--- src/design/probe_capture_pkg.sv ---
package probe_capture_pkg;
  // Register byte offsets
  localparam logic [7:0] OFF_CTRL   = 8'h00;
  localparam logic [7:0] OFF_CFG    = 8'h04;
  localparam logic [7:0] OFF_WIN_LO = 8'h08;
  localparam logic [7:0] OFF_WIN_HI = 8'h0c;
  localparam logic [7:0] OFF_HLIM   = 8'h10;
  localparam logic [7:0] OFF_STAT   = 8'h14;
  localparam logic [7:0] OFF_FAULT  = 8'h18;
  localparam logic [7:0] OFF_CAP0   = 8'h1c;
  localparam logic [7:0] OFF_CAP1   = 8'h20;
  localparam logic [7:0] OFF_POS    = 8'h24;
  // Control, config and status field positions
  localparam int CTRL_START = 0;
  localparam int CTRL_ABORT = 1;
  localparam int CTRL_SEL   = 2;
  localparam int CTRL_WIN   = 4;
  localparam int CTRL_ROT   = 5;
  localparam int CFG_FALL   = 0;
  localparam int CFG_REMOTE = 2;
  localparam int STAT_SLOT  = 8;
  localparam int STAT_WARN  = 16;
  localparam int STAT_ERR   = 17;
  // Reset values
  localparam logic [31:0] RST_HLIM = 32'h0001_0000;
  localparam logic [31:0] RST_ZERO = 32'h0000_0000;
  // Fault codes
  localparam logic [15:0] FC_NONE    = 16'h0000;
  localparam logic [15:0] FC_BAD_SEL = 16'h0001;
  localparam logic [15:0] FC_NO_ENC  = 16'h0002;
  localparam logic [15:0] FC_BAD_WIN = 16'h0003;
  // Timing
  localparam int CLK_NS       = 8;
  localparam int PULSE_MIN_NS = 3000;
  localparam int FILTER_NS    = 2000;
  localparam int FILT_CYC     = FILTER_NS / CLK_NS;
  localparam logic [1:0] RESP_OK  = 2'b00;
  localparam logic [1:0] RESP_ERR = 2'b10;
  typedef enum logic {SLOT_IDLE, SLOT_ARMED} slot_state_t;
endpackage

--- src/design/axis_probe_position_capture.sv ---
// Summary of operation
// - Two independent probe inputs per axis, each with its own capture slot.
// - Each probe routes from a panel input or a remote terminal input.
// - Each probe fires on rising or falling edge only, per configuration.
// - Probe pulses last at least 3 us; the filter passes such pulses.
// - Filtered edge latches position within one count, latency under 10 us.
// - Arm only on a rising edge of start; a held start does nothing.
// - Probe select 1 means first probe, 2 means second probe.
// - One arming records one event; re-arm for any further event.
// - Arming an armed slot cancels the old capture and flags it aborted.
// - Abort command ends armed captures without recording a position.
// - An armed slot stays armed until its event is accepted or aborted.
// - Arming clears the captured position to zero.
// - Window off: first qualifying edge is accepted at any position.
// - Window on: accept only inside the window, otherwise stay armed.
// - Both window bounds are inclusive.
// - Signed compare, positive is larger; direction of entry is irrelevant.
// - Rotary axis wraps at the high limit; window uses wrapped position.
// - Done rises when a position is latched; value shown in capture register.
// - Busy from arming until capture or abort; a failed arm leaves busy unchanged.
// - Separate error and warning flags with a 16-bit fault code.
// - Virtual axis yields valid captures only with an external encoder.
`timescale 1ns/1ns
`default_nettype none
module axis_probe_position_capture
  import probe_capture_pkg::*;
(
  input  wire logic        aclk,          // System clock
  input  wire logic        aresetn,       // Sync reset, active low
  input  wire logic [7:0]  s_axi_awaddr,  // Write address
  input  wire logic        s_axi_awvalid, // Write address valid
  output logic             s_axi_awready, // Write address ready
  input  wire logic [31:0] s_axi_wdata,   // Write data
  input  wire logic [3:0]  s_axi_wstrb,   // Byte strobes
  input  wire logic        s_axi_wvalid,  // Write data valid
  output logic             s_axi_wready,  // Write data ready
  output logic [1:0]       s_axi_bresp,   // Write response
  output logic             s_axi_bvalid,  // Write response valid
  input  wire logic        s_axi_bready,  // Write response ready
  input  wire logic [7:0]  s_axi_araddr,  // Read address
  input  wire logic        s_axi_arvalid, // Read address valid
  output logic             s_axi_arready, // Read address ready
  output logic [31:0]      s_axi_rdata,   // Read data
  output logic [1:0]       s_axi_rresp,   // Read response
  output logic             s_axi_rvalid,  // Read data valid
  input  wire logic        s_axi_rready,  // Read data ready
  input  wire logic [31:0] axis_position, // Actual position, signed counts
  input  wire logic        virtual_axis,  // Axis has no own feedback
  input  wire logic        ext_encoder,   // External encoder present
  input  wire logic [1:0]  panel_in,      // Panel digital inputs per probe
  input  wire logic [1:0]  remote_in      // Remote terminal inputs per probe
);

  logic [31:0] ctrl_q, cfg_q, win_lo_q, win_hi_q, hlim_q, pos_w_q;
  logic [31:0] cap_q [2], evt_pos_q [2];
  logic [15:0] fault_q;
  logic        warn_q, err_q, start_prev_q, abort_prev_q, aw_got_q, w_got_q;
  logic [7:0]  awaddr_q;
  logic [31:0] wdata_q;
  logic [3:0]  wstrb_q;
  slot_state_t st_q [2];
  logic [1:0]  busy_q, done_q, abrt_q, filt_q, evt_q, win_on_q, raw, arm, sel;
  logic        start_rise, abort_rise, sel_ok, arm_fail, arm_warn;

  // Byte-lane merge of a write into a register
  function automatic logic [31:0] merge(input logic [31:0] old, input logic [31:0] nw,
                                        input logic [3:0] be);
    logic [31:0] r;
    r = old;
    for (int i = 0; i < 4; i++)
      if (be[i]) r[8*i +: 8] = nw[8*i +: 8];
    return r;
  endfunction

  // Inclusive window test, signed; wraps through rollover on rotary axes
  function automatic logic in_window(input logic [31:0] p, input logic [31:0] lo,
                                     input logic [31:0] hi, input logic rot);
    if ($signed(lo) <= $signed(hi)) return $signed(p) >= $signed(lo) && $signed(p) <= $signed(hi);
    return rot && ($signed(p) >= $signed(lo) || $signed(p) <= $signed(hi));
  endfunction

  // Command decode from the control register
  assign sel        = ctrl_q[CTRL_SEL +: 2];
  assign start_rise = ctrl_q[CTRL_START] && !start_prev_q;
  assign abort_rise = ctrl_q[CTRL_ABORT] && !abort_prev_q;
  assign sel_ok     = (sel == 2'd1) || (sel == 2'd2);
  assign arm_fail   = start_rise && (!sel_ok || (virtual_axis && !ext_encoder));
  assign arm_warn   = ctrl_q[CTRL_WIN] && !ctrl_q[CTRL_ROT]
                      && ($signed(win_lo_q) > $signed(win_hi_q));
  assign arm[0]     = start_rise && !arm_fail && (sel == 2'd1);
  assign arm[1]     = start_rise && !arm_fail && (sel == 2'd2);

  // AXI write address and data capture, either order
  always_ff @(posedge aclk)
  begin
    if (!aresetn)
    begin
      aw_got_q <= 1'b0;
      w_got_q  <= 1'b0;
      awaddr_q <= 8'h00;
      wdata_q  <= RST_ZERO;
      wstrb_q  <= 4'h0;
    end
    else if (aw_got_q && w_got_q)
    begin
      aw_got_q <= 1'b0;
      w_got_q  <= 1'b0;
    end
    else
    begin
      if (s_axi_awvalid && s_axi_awready)
      begin
        aw_got_q <= 1'b1;
        awaddr_q <= s_axi_awaddr;
      end
      if (s_axi_wvalid && s_axi_wready)
      begin
        w_got_q <= 1'b1;
        wdata_q <= s_axi_wdata;
        wstrb_q <= s_axi_wstrb;
      end
    end
  end

  // Ready and response flops for the write path
  always_ff @(posedge aclk)
  begin
    if (!aresetn)
    begin
      s_axi_awready <= 1'b0;
      s_axi_wready  <= 1'b0;
      s_axi_bvalid  <= 1'b0;
      s_axi_bresp   <= RESP_OK;
    end
    else
    begin
      s_axi_awready <= !aw_got_q && !(s_axi_awvalid && s_axi_awready) && !s_axi_bvalid;
      s_axi_wready  <= !w_got_q && !(s_axi_wvalid && s_axi_wready) && !s_axi_bvalid;
      if (aw_got_q && w_got_q)
      begin
        s_axi_bvalid <= 1'b1;
        s_axi_bresp  <= (awaddr_q[1:0] == 2'b00 && awaddr_q <= OFF_HLIM) ? RESP_OK : RESP_ERR;
      end
      else if (s_axi_bready)
        s_axi_bvalid <= 1'b0;
    end
  end

  // Writable registers
  always_ff @(posedge aclk)
  begin
    if (!aresetn)
    begin
      ctrl_q   <= RST_ZERO;
      cfg_q    <= RST_ZERO;
      win_lo_q <= RST_ZERO;
      win_hi_q <= RST_ZERO;
      hlim_q   <= RST_HLIM;
    end
    else if (aw_got_q && w_got_q)
    begin
      case (awaddr_q)
        OFF_CTRL:   ctrl_q   <= merge(ctrl_q, wdata_q, wstrb_q);
        OFF_CFG:    cfg_q    <= merge(cfg_q, wdata_q, wstrb_q);
        OFF_WIN_LO: win_lo_q <= merge(win_lo_q, wdata_q, wstrb_q);
        OFF_WIN_HI: win_hi_q <= merge(win_hi_q, wdata_q, wstrb_q);
        OFF_HLIM:   hlim_q   <= merge(hlim_q, wdata_q, wstrb_q);
        default:    ;
      endcase
    end
  end

  // AXI read path
  always_ff @(posedge aclk)
  begin
    if (!aresetn)
    begin
      s_axi_arready <= 1'b0;
      s_axi_rvalid  <= 1'b0;
      s_axi_rdata   <= RST_ZERO;
      s_axi_rresp   <= RESP_OK;
    end
    else
    begin
      s_axi_arready <= !s_axi_rvalid && !(s_axi_arvalid && s_axi_arready);
      if (s_axi_arvalid && s_axi_arready)
      begin
        s_axi_rvalid <= 1'b1;
        s_axi_rresp  <= RESP_OK;
        case (s_axi_araddr)
          OFF_CTRL:   s_axi_rdata <= ctrl_q;
          OFF_CFG:    s_axi_rdata <= cfg_q;
          OFF_WIN_LO: s_axi_rdata <= win_lo_q;
          OFF_WIN_HI: s_axi_rdata <= win_hi_q;
          OFF_HLIM:   s_axi_rdata <= hlim_q;
          OFF_STAT:   s_axi_rdata <= {14'h0, err_q, warn_q, 5'h0, abrt_q[1], done_q[1], busy_q[1],
                                      5'h0, abrt_q[0], done_q[0], busy_q[0]};
          OFF_FAULT:  s_axi_rdata <= {16'h0, fault_q};
          OFF_CAP0:   s_axi_rdata <= cap_q[0];
          OFF_CAP1:   s_axi_rdata <= cap_q[1];
          OFF_POS:    s_axi_rdata <= pos_w_q;
          default:
          begin
            s_axi_rdata <= RST_ZERO;
            s_axi_rresp <= RESP_ERR;
          end
        endcase
      end
      else if (s_axi_rready)
        s_axi_rvalid <= 1'b0;
    end
  end

  // Command edge history
  always_ff @(posedge aclk)
  begin
    if (!aresetn)
      {abort_prev_q, start_prev_q} <= 2'b00;
    else
      {abort_prev_q, start_prev_q} <= {ctrl_q[CTRL_ABORT], ctrl_q[CTRL_START]};
  end

  // Rotary wrap of the actual position into 0 .. limit-1
  always_ff @(posedge aclk)
  begin
    if (!aresetn)
      pos_w_q <= RST_ZERO;
    else if (ctrl_q[CTRL_ROT] && $signed(axis_position) < 0)
      pos_w_q <= axis_position + hlim_q;
    else if (ctrl_q[CTRL_ROT] && $signed(axis_position) >= $signed(hlim_q))
      pos_w_q <= axis_position - hlim_q;
    else
      pos_w_q <= axis_position;
  end

  // Error and warning flags with fault code, updated per arm attempt
  always_ff @(posedge aclk)
  begin
    if (!aresetn)
    begin
      err_q   <= 1'b0;
      warn_q  <= 1'b0;
      fault_q <= FC_NONE;
    end
    else if (start_rise)
    begin
      err_q   <= arm_fail;
      warn_q  <= !arm_fail && arm_warn;
      if (!sel_ok)
        fault_q <= FC_BAD_SEL;
      else if (arm_fail)
        fault_q <= FC_NO_ENC;
      else if (arm_warn)
        fault_q <= FC_BAD_WIN;
      else
        fault_q <= FC_NONE;
    end
  end

  // Per-probe filter, edge detect and capture slot
  for (genvar k = 0; k < 2; k++)
  begin : g_probe
    logic [8:0] cnt_q;
    logic       ok;
    assign raw[k] = cfg_q[CFG_REMOTE + k] ? remote_in[k] : panel_in[k];
    assign ok     = !win_on_q[k] || in_window(evt_pos_q[k], win_lo_q, win_hi_q, ctrl_q[CTRL_ROT]);
    // Input filter: level must hold FILT_CYC cycles before it counts
    always_ff @(posedge aclk)
    begin
      if (!aresetn)
      begin
        cnt_q     <= 9'h000;
        filt_q[k] <= 1'b0;
        evt_q[k]  <= 1'b0;
        evt_pos_q[k] <= RST_ZERO;
      end
      else
      begin
        evt_q[k] <= 1'b0;
        if (raw[k] == filt_q[k])
          cnt_q <= 9'h000;
        else if (cnt_q == 9'(FILT_CYC - 1))
        begin
          cnt_q     <= 9'h000;
          filt_q[k] <= raw[k];
          evt_q[k]  <= raw[k] != cfg_q[CFG_FALL + k];
          evt_pos_q[k] <= pos_w_q;
        end
        else
          cnt_q <= cnt_q + 9'h001;
      end
    end
    // Capture slot state and flags
    always_ff @(posedge aclk)
    begin
      if (!aresetn)
      begin
        st_q[k]     <= SLOT_IDLE;
        busy_q[k]   <= 1'b0;
        done_q[k]   <= 1'b0;
        abrt_q[k]   <= 1'b0;
        win_on_q[k] <= 1'b0;
        cap_q[k]    <= RST_ZERO;
      end
      else if (arm[k])
      begin
        st_q[k]     <= SLOT_ARMED;
        busy_q[k]   <= 1'b1;
        done_q[k]   <= 1'b0;
        abrt_q[k]   <= st_q[k] == SLOT_ARMED;
        win_on_q[k] <= ctrl_q[CTRL_WIN];
        cap_q[k]    <= RST_ZERO;
      end
      else
      begin
        case (st_q[k])
          SLOT_ARMED:
          begin
            if (abort_rise)
            begin
              st_q[k]   <= SLOT_IDLE;
              busy_q[k] <= 1'b0;
              abrt_q[k] <= 1'b1;
            end
            else if (evt_q[k] && ok)
            begin
              st_q[k]   <= SLOT_IDLE;
              busy_q[k] <= 1'b0;
              done_q[k] <= 1'b1;
              cap_q[k]  <= evt_pos_q[k];
            end
          end
          default: ;
        endcase
      end
    end
  end

  // Checks on slot 0, the position path and arm failures; abort cover on slot 1
  property p_arm_clear;
    @(posedge aclk) disable iff (!aresetn) arm[0] |=> busy_q[0] && !done_q[0] && cap_q[0] == 32'h0000_0000;
  endproperty
  a_arm_clear: assert property (p_arm_clear) else $error("arm did not clear capture");
  property p_held_start;
    @(posedge aclk) disable iff (!aresetn) ctrl_q[CTRL_START] && $past(ctrl_q[CTRL_START]) |-> arm == 2'b00;
  endproperty
  a_held_start: assert property (p_held_start) else $error("held start re-armed");
  property p_capture;
    @(posedge aclk) disable iff (!aresetn) busy_q[0] && evt_q[0] && g_probe[0].ok && !abort_rise && !arm[0]
      |=> done_q[0] && !busy_q[0] && cap_q[0] == $past(evt_pos_q[0]);
  endproperty
  a_capture: assert property (p_capture) else $error("event not captured");
  property p_outside;
    @(posedge aclk) disable iff (!aresetn)
    busy_q[0] && evt_q[0] && !g_probe[0].ok && !abort_rise && !arm[0] |=> busy_q[0] && !done_q[0];
  endproperty
  a_outside: assert property (p_outside) else $error("outside edge accepted");
  property p_abort;
    @(posedge aclk) disable iff (!aresetn)
    busy_q[0] && abort_rise && !arm[0] |=> !busy_q[0] && abrt_q[0] && $stable(cap_q[0]);
  endproperty
  a_abort: assert property (p_abort) else $error("abort failed");
  property p_rearm;
    @(posedge aclk) disable iff (!aresetn) busy_q[0] && arm[0] |=> busy_q[0] && abrt_q[0];
  endproperty
  a_rearm: assert property (p_rearm) else $error("re-arm not flagged");
  property p_single;
    @(posedge aclk) disable iff (!aresetn) done_q[0] && !busy_q[0] && !arm[0] |=> !busy_q[0] && $stable(cap_q[0]);
  endproperty
  a_single: assert property (p_single) else $error("second event recorded");
  property p_edge;
    @(posedge aclk) disable iff (!aresetn) evt_q[0] |-> filt_q[0] != cfg_q[CFG_FALL];
  endproperty
  a_edge: assert property (p_edge) else $error("wrong edge fired");
  property p_wrap;
    @(posedge aclk) disable iff (!aresetn)
    ctrl_q[CTRL_ROT] && $signed(axis_position) < 0 |=> pos_w_q == $past(axis_position) + $past(hlim_q);
  endproperty
  a_wrap: assert property (p_wrap) else $error("negative wrap wrong");
  property p_fail;
    @(posedge aclk) disable iff (!aresetn) arm_fail |=> err_q && fault_q != 16'h0000 ##1 err_q;
  endproperty
  a_fail: assert property (p_fail) else $error("failure not reported");
  property p_cv_cap;
    @(posedge aclk) disable iff (!aresetn) busy_q[0] ##1 done_q[0];
  endproperty
  c_cv_cap: cover property (p_cv_cap);
  property p_cv_abort;
    @(posedge aclk) disable iff (!aresetn) busy_q[1] && abort_rise;
  endproperty
  c_cv_abort: cover property (p_cv_abort);
  property p_cv_rearm;
    @(posedge aclk) disable iff (!aresetn) busy_q[0] && arm[0];
  endproperty
  c_cv_rearm: cover property (p_cv_rearm);
endmodule // axis_probe_position_capture
`default_nettype wire

--- config.mk ---
export PLATFORM = sky130hd
export DESIGN_NAME = axis_probe_position_capture
export DESIGN_NICKNAME = d
export VERILOG_FILES = /design/src/design/probe_capture_pkg.sv /design/src/design/axis_probe_position_capture.sv
export SDC_FILE = /design/constraint.sdc
export NUM_CORES = 1
export LEC_CHECK = 0
export BUFFER_PORTS_ARGS = -buffer_cell sky130_fd_sc_hd__buf_2
export CAP_MARGIN = 20
export CORE_ASPECT_RATIO = 1.4
export CORE_MARGIN = 1.5
export CORE_UTILIZATION = 45
export DETAILED_ROUTE_END_ITERATION = 7
export PLACE_DENSITY = 0.62
export SLEW_MARGIN = 40
export SYNTH_ARGS = -nofsm -noshare
export SYNTH_HDL_FRONTEND = slang
export SYNTH_SLANG_ARGS = --single-unit
--- constraint.sdc ---
create_clock -name aclk -period 5.1 [get_ports aclk]
set_input_delay 1.275 -clock aclk [delete_from_list [all_inputs] [get_ports aclk]]
set_output_delay 1.275 -clock aclk [all_outputs]
set_load 0.02 [all_outputs]
[After elaboration in Yosys (flattened, before gate mapping)]
Memory sizes are Yosys's and may differ from the RTL's.
Cells that the tools add are included.
Storage, ports and cells
  output and inout bits: 41
  input bits: 97
  memories kept: 3
  RAM bits: 130
  logic and storage cells: 287
  register bits: 329
Memories
  cap_q: words 2, bits a word 32, rd ports 2, clocked after Yosys merged registers in 0, write ports 2, line axis_probe_position_capture.sv:55  | logic [31:0] cap_q [2], evt_pos_q [2];
  evt_pos_q: words 2, bits a word 32, rd ports 2, clocked after Yosys merged registers in 0, write ports 2, line axis_probe_position_capture.sv:55
  st_q: words 2, bits a word 1, rd ports 2, clocked after Yosys merged registers in 0, write ports 2, line axis_probe_position_capture.sv:61  | slot_state_t st_q [2];
Operators by class
  add/subtract/negate cells: 4
  bitwise gates (word level): 19
  equal/unequal tests: 21
  magnitude comparators: 9
  multiplexer cells: 80
  reductions and logical operators: 98
Operators by type and width (number)
  32-bit case mux with 10 select lines: 1
  32-bit two-way mux: 8
  32-bit >= comparator: 3
  32-bit <= comparator: 3
  1-bit two-way mux: 66
  3-bit AND reduction: 22
  8-bit by 5-bit == test with 1-bit output (second input constant): 5
  32-bit adder: 1
  8-bit by 4-bit == test with 1-bit output (second input constant): 4
  32-bit greater-than comparator: 1
  32-bit by 1-bit < comparator with 1-bit output (second input constant): 1
  32-bit subtractor: 1
  1-bit logical AND: 28
  9-bit by 1-bit adder with 9-bit output (second input constant): 2
  9-bit by 8-bit == test with 1-bit output (second input constant): 2
  8-bit by 3-bit == test with 1-bit output (second input constant): 2
  8-bit by 6-bit == test with 1-bit output (second input constant): 2
  8-bit zero test: 2
  2-bit AND reduction: 8
  1-bit zero test: 15
  1-bit bitwise OR: 12
  2-bit nonzero test: 6
  3-bit OR reduction: 4
  2-bit two-way mux: 5
  11 further kinds: 27

[Logic depth before layout (Yosys ltp)]
Gate-level depths: netlist of run 1.
  depth after elaboration: 14
  gate-level depth with buffers: 14
  gate-level depth less buffers: 13

[Least setup slack after synthesis of run 1]
Ideal clock, no wire load.
  kind: input to register
  start point: input port remote_in[0]
  end point: memory evt_pos_q[0][0], enable pin
  arrival time: 4078 ps
  path buffers: 0
  setup slack: 557 ps
  library setup time: 466 ps
  data required time: 4634 ps
  stages: 4
  cell sequence: mux2i_1 xnor2_1 inv_1 o21ai_0
RTL lines
  start: declaration: line axis_probe_position_capture.sv:51  | input wire logic [1:0] remote_in
  end: declaration: line axis_probe_position_capture.sv:55

[Worst setup path in the final report of run 1]
  start point: input port axis_position[0]
  end point: register pos_w_q[30]
On the way
  longest elaborated chain between the ends: 4
  elaborated cells between the ends (all ways): 8
  those cells by class: add/sub: 2; order compare: 2; mux: 2; reduce/logical: 2
Ends and longest elaborated chain
  start: declaration: line axis_probe_position_capture.sv:47  | input wire logic [31:0] axis_position,
  32-bit >= comparator: line axis_probe_position_capture.sv:230  | else if (ctrl_q[CTRL_ROT] && $signed(axis_position) >= $signed(hlim_q))
  1-bit logical AND: line axis_probe_position_capture.sv:230
  32-bit two-way mux: line axis_probe_position_capture.sv:230
  32-bit two-way mux (*): line axis_probe_position_capture.sv:228  | else if (ctrl_q[CTRL_ROT] && $signed(axis_position) < 0)
  end signal: assignment: line axis_probe_position_capture.sv:229  | pos_w_q <= axis_position + hlim_q;
  end signal: assignment: line axis_probe_position_capture.sv:231  | pos_w_q <= axis_position - hlim_q;
  end signal: assignment: line axis_probe_position_capture.sv:233  | pos_w_q <= axis_position;
  end: declaration: line axis_probe_position_capture.sv:54  | logic [31:0] ctrl_q, cfg_q, win_lo_q, win_hi_q, hlim_q, pos_w_q;
Mark *: on every way between the ends. The rest lies on a longest branch, timed or not.
A chain may end at the register's enable or synchronous reset.

==> results of run 1 <==
## layout make-up
class / count / area (sq um) / share of cell area, %
multi-input cells: 1983 / 13600 / 48.9
inverters: 152 / 578 / 2.08
well taps: 721 / 902 / 3.24
flip-flops and latches: 443 / 10200 / 36.5
repair buffers: 186 / 1120 / 4.03
clock buffers: 63 / 1290 / 4.62
clock inverters: 23 / 179 / 0.643
## worst max-delay path by stage
stage / endpoint / cells after the start
floorplan: evt_pos_q[0][0] / 4
global placement: pos_w_q[30] / 14
detailed placement: pos_w_q[30] / 14
CTS: pos_w_q[30] / 14
global route: pos_w_q[27] / 11
finish: pos_w_q[30] / 14
## metrics by stage
stage | util [%] | power (mW) | cell area (sq um) | hold WS [ns] | worst slack [ns]
4_1_cts | 51.2 | 7.77 | 27800 | 0.444 | 0.941
6_report | 51.2 | 7.74 | 27800 | 0.443 | 0.908
3_5_place_dp | 48.5 | 4.46 | 26400 | 0.437 | 0.342
3_3_place_gp | 48.4 | 4.45 | 26300 | 0.420 | 0.364
5_1_grt | 51.2 | 7.98 | 27800 | 0.467 | 0.696
2_1_floorplan | - | 4.18 | 24700 | 0.427 | 0.557
## flip-flops by register name (all words and copies together) (netlist names), 2 cells and up
register / count
cap_q: 64
evt_pos_q: 64
cfg_q: 32
ctrl_q: 32
hlim_q: 32
pos_w_q: 32
s_axi_rdata: 32
wdata_q: 32
win_hi_q: 32
win_lo_q: 32
g_probe.cnt_q: 18
awaddr_q: 8
wstrb_q: 4
abrt_q: 2
busy_q: 2
done_q: 2
evt_q: 2
fault_q: 2
filt_q: 2
st_q: 2
win_on_q: 2
## metal layers
layer | track usage, % | up-vias
met5 | 0 | -
met4 | 11.2 | 0
met3 | 3.97 | 173
met2 | 53.2 | 873
met1 | 39.0 | 10500
li1 | - | 10000
## worst max-delay path, delay by kind of cell
kind	cells	cell delay [ns]
compound gates	8	2.05
simple gates	2	0.67
buf+inv	2	0.16
fa+ha+maj	2	0.58
## placed cells by master, fill, tap and decap left out, types with 38 or more instances in the layout
master,n
a21oi_1,217
a222oi_1,38
and2_1,73
and3_1,82
buf_2,135
buf_4,45
clkbuf_16,48
dfxtp_1,314
edfxtp_1,129
ha_1,229
inv_1,150
mux2i_1,178
nand2_1,252
nand3_1,70
nor2_1,292
o21ai_0,71
## power groups by stage
stage                     Sequential (mW)  Clock [mW]  Combinational, mW
after floorplan                      3.82           0              0.362
after detailed placement             3.88           0              0.585
final                                3.80        3.35              0.592
after global placement               3.87           0              0.575
after global routing                 3.81        3.52              0.648
after CTS                            3.80        3.39              0.588
## logic make-up (layout without fill, tap and decap cells)
family                     count (synthesis)  after routing  share of synthesized area (%)
xor gates and xnor gates                  22             22                          0.779
buffers and inverters                    277            424                           4.30
DFF                                      443            443                           41.1
and+or+nand+nor                          933            933                           17.7
adders and majority gates                231            231                           11.7
other                                      1              2                         0.0152
muxes                                    182            182                           7.38
AOI/OAI and AO/OA                        613            613                           17.0
==> impl_metrics.toml, run 1 <==
[clock_tree]
cts_tree = "built"
cts.path.max_buffers = 3
cts_root_buf = "clkbuf_16"
cts-resized-gates = 0
post-cts-setup-buffer-count = 0
htree_levels = 2
clock_sinks = 443
path_clk_slew_ns = 0.06
clock_latency_ns = 0.60
hold_buffers = 0
cts_made_buffers = 46

[grt]
grt_max_degree = 110
antenna_found_initial = 1
gr-total-overflow = 0
grt_usage_pct = 30.7
grt_pass1_vias = 21300
grt_pass1_wl_um = 131000

[detailed_routing]
drtIter0Drc = 2090
wl_met3_um = 5650
avgViaCountPerCell = 6.05
wl_met2_um = 42400
wirelength_um = 87700
wl_met1_um = 36600
drc = 0
via_count = 21600
dr.max_layer_used = "met4"
ant_nets = 0
dr.pass1.iters = 8
wire_per_inst_um = 24.6

[power_and_ir_drop]
vdd_ir_drop_max_uv = 251
p_comb_share_pct = 7.7
p_switching_mw = 2.00
switching_share_pct = 25.8
clkPwrFrac_pct = 43.2
power.density_mw_per_mm2 = 278
p_int_mw = 5.74
p_leak_nw = 11.8
sequentialPowerShare_pct = 49.1

[run]
maxCapViolCount = 0

[floorplan]
ios = 138
design.die.area_sq_mm = 0.0564
core_sq_mm = 0.0543
num_rows = 101
die_h_um = 280
fp.dieW_um = 201
start_util_pct = 45.5

[synth]
ys_ff_latch = 443
netlist_top_cells_area = "dfxtp_1 25%, edfxtp_1 16%, ha_1 12%"
synth_ff_type = "dfxtp_1"
synth_commonest_cells = "314 x dfxtp_1, 303 x nor2_1, 252 x nand2_1"
synth_top_area_share_pct = 25.4
synth_edf_count = 129
synth_cell_types = 87
syn_area_sq_mm = 0.0247
synth_cells = 2702
yosysSeqAreaShare_pct = 41.1
async_reset_ff_share_pct = 0
yosysMostFrequentCell = "dfxtp_1"
yosysWarnings = 0
avgSynthCellArea_sq_um = 9.16
yosysTopAreaCell = "dfxtp_1"

[setup_path]
path_cells = "buf_2 > ha_1 > inv_1 > fa_1 > o21ba_1 > nor4_1 > o31ai_1 > o22a_1 > or4_1 > a32oi_1 > a211o_2 > a21boi_2 > a221oi_1 > o221a_1"
crit_type = "in2reg"
setup.worst_path.start = "axis_position[0]"
r2r-end = "cap_q[1][24]"
r2r_start = "win_hi_q[25]"
cp.required_ns = 5.64
rrSetupSlack_ns = 1.15
slowest_delay_ns = 0.48
crit_fanout = 5
worst-r2r-cell-count = 12
crit_arrival_ns = 4.73
cp_slowest_cell = "a32oi_1"
worstSetupEndpointType = "register"
crit_path_start_kind = "input pin"

[place]
dp_cells = 3484
gp_congestion = 1.01
port_buffers = 135
detailed_place_hpwl_um = 66100

[sta]
final.setup.tns_ns = 0
finalCritPeriodShare_pct = 82.2
finalSetupViolations = 0
worst_slew_pin_slew_ns = 0.947
final_hold_viol_count = 0
worst_clock_skew_ns = 0.0171
grt_setup_unrepaired = "no"
fmax_mhz = 239
slew_viol_final = 0
slew_headroom_pct = 36.9
period_minus_slack_ns = 4.19

[layout]
fin_nets = 3140
finalNonFillerCells = 3571
n_antenna_cell = 0
areaGrowthSynthToFinish_pct = 12.5
final_layout_size_suffix_gt1_share_pct = 10.4
fill_cells = 5169

[worst_hold_path]
min_path_cells = 1
holdPathEnd = "s_axi_arready"
hold_class = "reg2reg"
holdCritStartpoint = "s_axi_rvalid"

[outcome]
outcome = "complete, no violations"
No activity file was read; power rests on OpenSTA's default activity.
==> run 2, diff against run 1 <==
--- a/config.mk
+++ b/config.mk
@@ -11,7 +11,7 @@
 export CORE_MARGIN = 1.5
 export CORE_UTILIZATION = 45
 export DETAILED_ROUTE_END_ITERATION = 7
-export PLACE_DENSITY = 0.62
+export PLACE_DENSITY = 0.64
 export SLEW_MARGIN = 40
 export SYNTH_ARGS = -nofsm -noshare
 export SYNTH_HDL_FRONTEND = slang
==> constraint.sdc (replaced) <==
create_clock -name aclk -period 3.77 [get_ports aclk]
set_input_delay 0.9425 -clock aclk [delete_from_list [all_inputs] [get_ports aclk]]
set_output_delay 0.9425 -clock aclk [all_outputs]
set_load 0.02 [all_outputs]
==> impl_metrics.toml, run 2 (same netlist as run 1, synthesis figures left out) <==
[power_and_ir_drop]
vdd_ir_drop_max_uv = 329
p_leak_nw = 12.6
switching_share_pct = 25.3
p_switching_mw = 2.73
clkPwrFrac_pct = 44.0
p_comb_share_pct = 8.3
sequentialPowerShare_pct = 47.8
power.density_mw_per_mm2 = 370
p_int_mw = 8.05

[detailed_routing]
dr.pass1.iters = 8
wire_per_inst_um = 24.3
ant_nets = 0
drtIter0Drc = 2076
via_count = 22200
wirelength_um = 90200
drc = 15
avgViaCountPerCell = 5.98

[floorplan]
die_h_um = 280
design.die.area_sq_mm = 0.0564
num_rows = 101
start_util_pct = 45.5
fp.dieW_um = 201
core_sq_mm = 0.0543
ios = 138

[setup_path]
crit_fanout = 23
crit_type = "reg2reg"
cp.required_ns = 4.09
crit_path_start_kind = "register"
path_cells = "inv_1 > ha_1 > a21oi_1 > o21ai_0 > a221o_1 > or3_1 > a21oi_1 > mux2_2 > nor3_1 > o311ai_4 > nand3_1 > nand3_2 > buf_12"
crit_arrival_ns = 3.96
cp_slowest_cell = "dfxtp_1"
crit_top_cell = "a21oi_1"
worstSetupEndpointType = "register"
slowest_delay_ns = 0.40

[grt]
grt_max_degree = 113
grt_pass1_vias = 22100
grt_pass1_wl_um = 135000
grt_usage_pct = 31.6
antenna_found_initial = 0
gr-total-overflow = 0

[clock_tree]
cts_root_buf = "clkbuf_16"
cts.path.max_buffers = 3
cts_tree = "built"
htree_levels = 2
clock_latency_ns = 0.60
cts_made_buffers = 45
hold_buffers = 0
clock_sinks = 443
path_clk_slew_ns = 0.07

[sta]
grt_setup_unrepaired = "no"
worst_clock_skew_ns = 0.0237
hold-worst-slack_ns = 0.465
period_minus_slack_ns = 3.64
final_hold_viol_count = 0
fin_ws_ns = 0.134
slew_headroom_pct = 43.8
finalSetupViolations = 0
slew_viol_final = 0
fmax_mhz = 275
finalCritPeriodShare_pct = 96.4
worst_slew_pin_slew_ns = 0.843

[layout]
layout_commonest_cell = "dfxtp_1"
areaGrowthSynthToFinish_pct = 17.7
mostFrequentLayoutCells = "314 x dfxtp_1, 293 x nor2_1, 252 x nand2_1"
final_layout_size_suffix_gt1_share_pct = 14.8
fill_cells = 5066
n_antenna_cell = 0
fin_nets = 3285
reg.largest.list = "cap_q: 64 flops, evt_pos_q: 64 flops"

[outcome]
outcome = "finished with violations"
violations = "DRC"

[place]
gp_congestion = 0.973
port_buffers = 135
detailed_place_hpwl_um = 69000
post-place-ws_ns = -0.639

[worst_hold_path]
hold_class = "reg2reg"

[run]
maxCapViolCount = 0
==> run 2: cell count changes in the layout (fill, tap and decap cells not counted), sizes merged <==
cell    delta
clkbuf     -3
inv        -2
bufinv     +4
buf      +147
clkinv     -3
==> run 2: final cells by class <==
class | instances | area [sq um] | share of cell area [%]
Multi-Input combinational cell | 1983 | 13600 | 46.8
Tap cell | 721 | 902 | 3.10
Sequential cell | 443 | 10200 | 34.9
Timing Repair Buffer | 332 | 2330 | 8.01
Inverter | 152 | 578 | 1.98
Clock buffer | 61 | 1260 | 4.32
Clock inverter | 22 | 274 | 0.941
==> run 2: final timing paths <==
kind	end	start	slack, ns	depth (start not counted)
hold / removal	win_on_q[1]	win_on_q[1]	0.46	2
setup reg to reg	cap_q[1][22]	win_lo_q[5]	0.13	13
hold reg to reg	win_on_q[1]	win_on_q[1]	0.46	2
setup / recovery	cap_q[1][22]	win_lo_q[5]	0.13	13
==> run 2: power groups by stage <==
stage                     sequential [mW]  combinational [mW]  clock (mW)
final                                5.15               0.892        4.74
after global routing                 5.15               0.971        4.97
after CTS                            5.14               0.885        4.80
after detailed placement             5.24               0.880           0
after global placement               5.24               0.865           0
after floorplan                      5.17               0.490           0
==> run 2: what timing repair did <==
| action | CTS | global route |
|---|---|---|
| setup buffers | 0 | 0 |
| setup endpoints to repair | 1 | 24 |
| gates resized for setup | 1 | 3 |
==> run 2: stage by stage <==
step | std cells | instance area [sq um] | power (mW) | TNS (ns) | util (%)
after global placement | 3629 | 27500 | 6.10 | -4.45 | 50.7
after detailed placement | 3631 | 27600 | 6.12 | -5.60 | 50.7
after CTS | 3714 | 29100 | 10.8 | 0 | 53.6
after floorplan | 2703 | 24800 | 5.66 | 0 | -
after global routing | 3714 | 29100 | 11.1 | 0 | 53.6
final | 3714 | 29100 | 10.8 | 0 | 53.6
==> run 2: per-layer routing <==
| metal | vias to the layer above | global-route usage (%) | wire length, um |
|---|---|---|---|
| li1 | 10300 | - | - |
| met4 | 0 | 13.6 | 3990 |
| met3 | 198 | 3.84 | 5800 |
| met1 | 10700 | 39.9 | 37200 |
| met5 | - | 0 | 0 |
| met2 | 930 | 54.3 | 43100 |
==> run 2: critical path: cells and delay by family, from the launching register on <==
family	cells	cell delay (ns)
AND/OR/NAND/NOR	4	0.92
multiplexers	1	0.36
adder cells (fa/ha/maj)	1	0.33
AO/OA/AOI/OAI	5	1.00
flip-flops	1	0.40
buffers and inverters	2	0.33
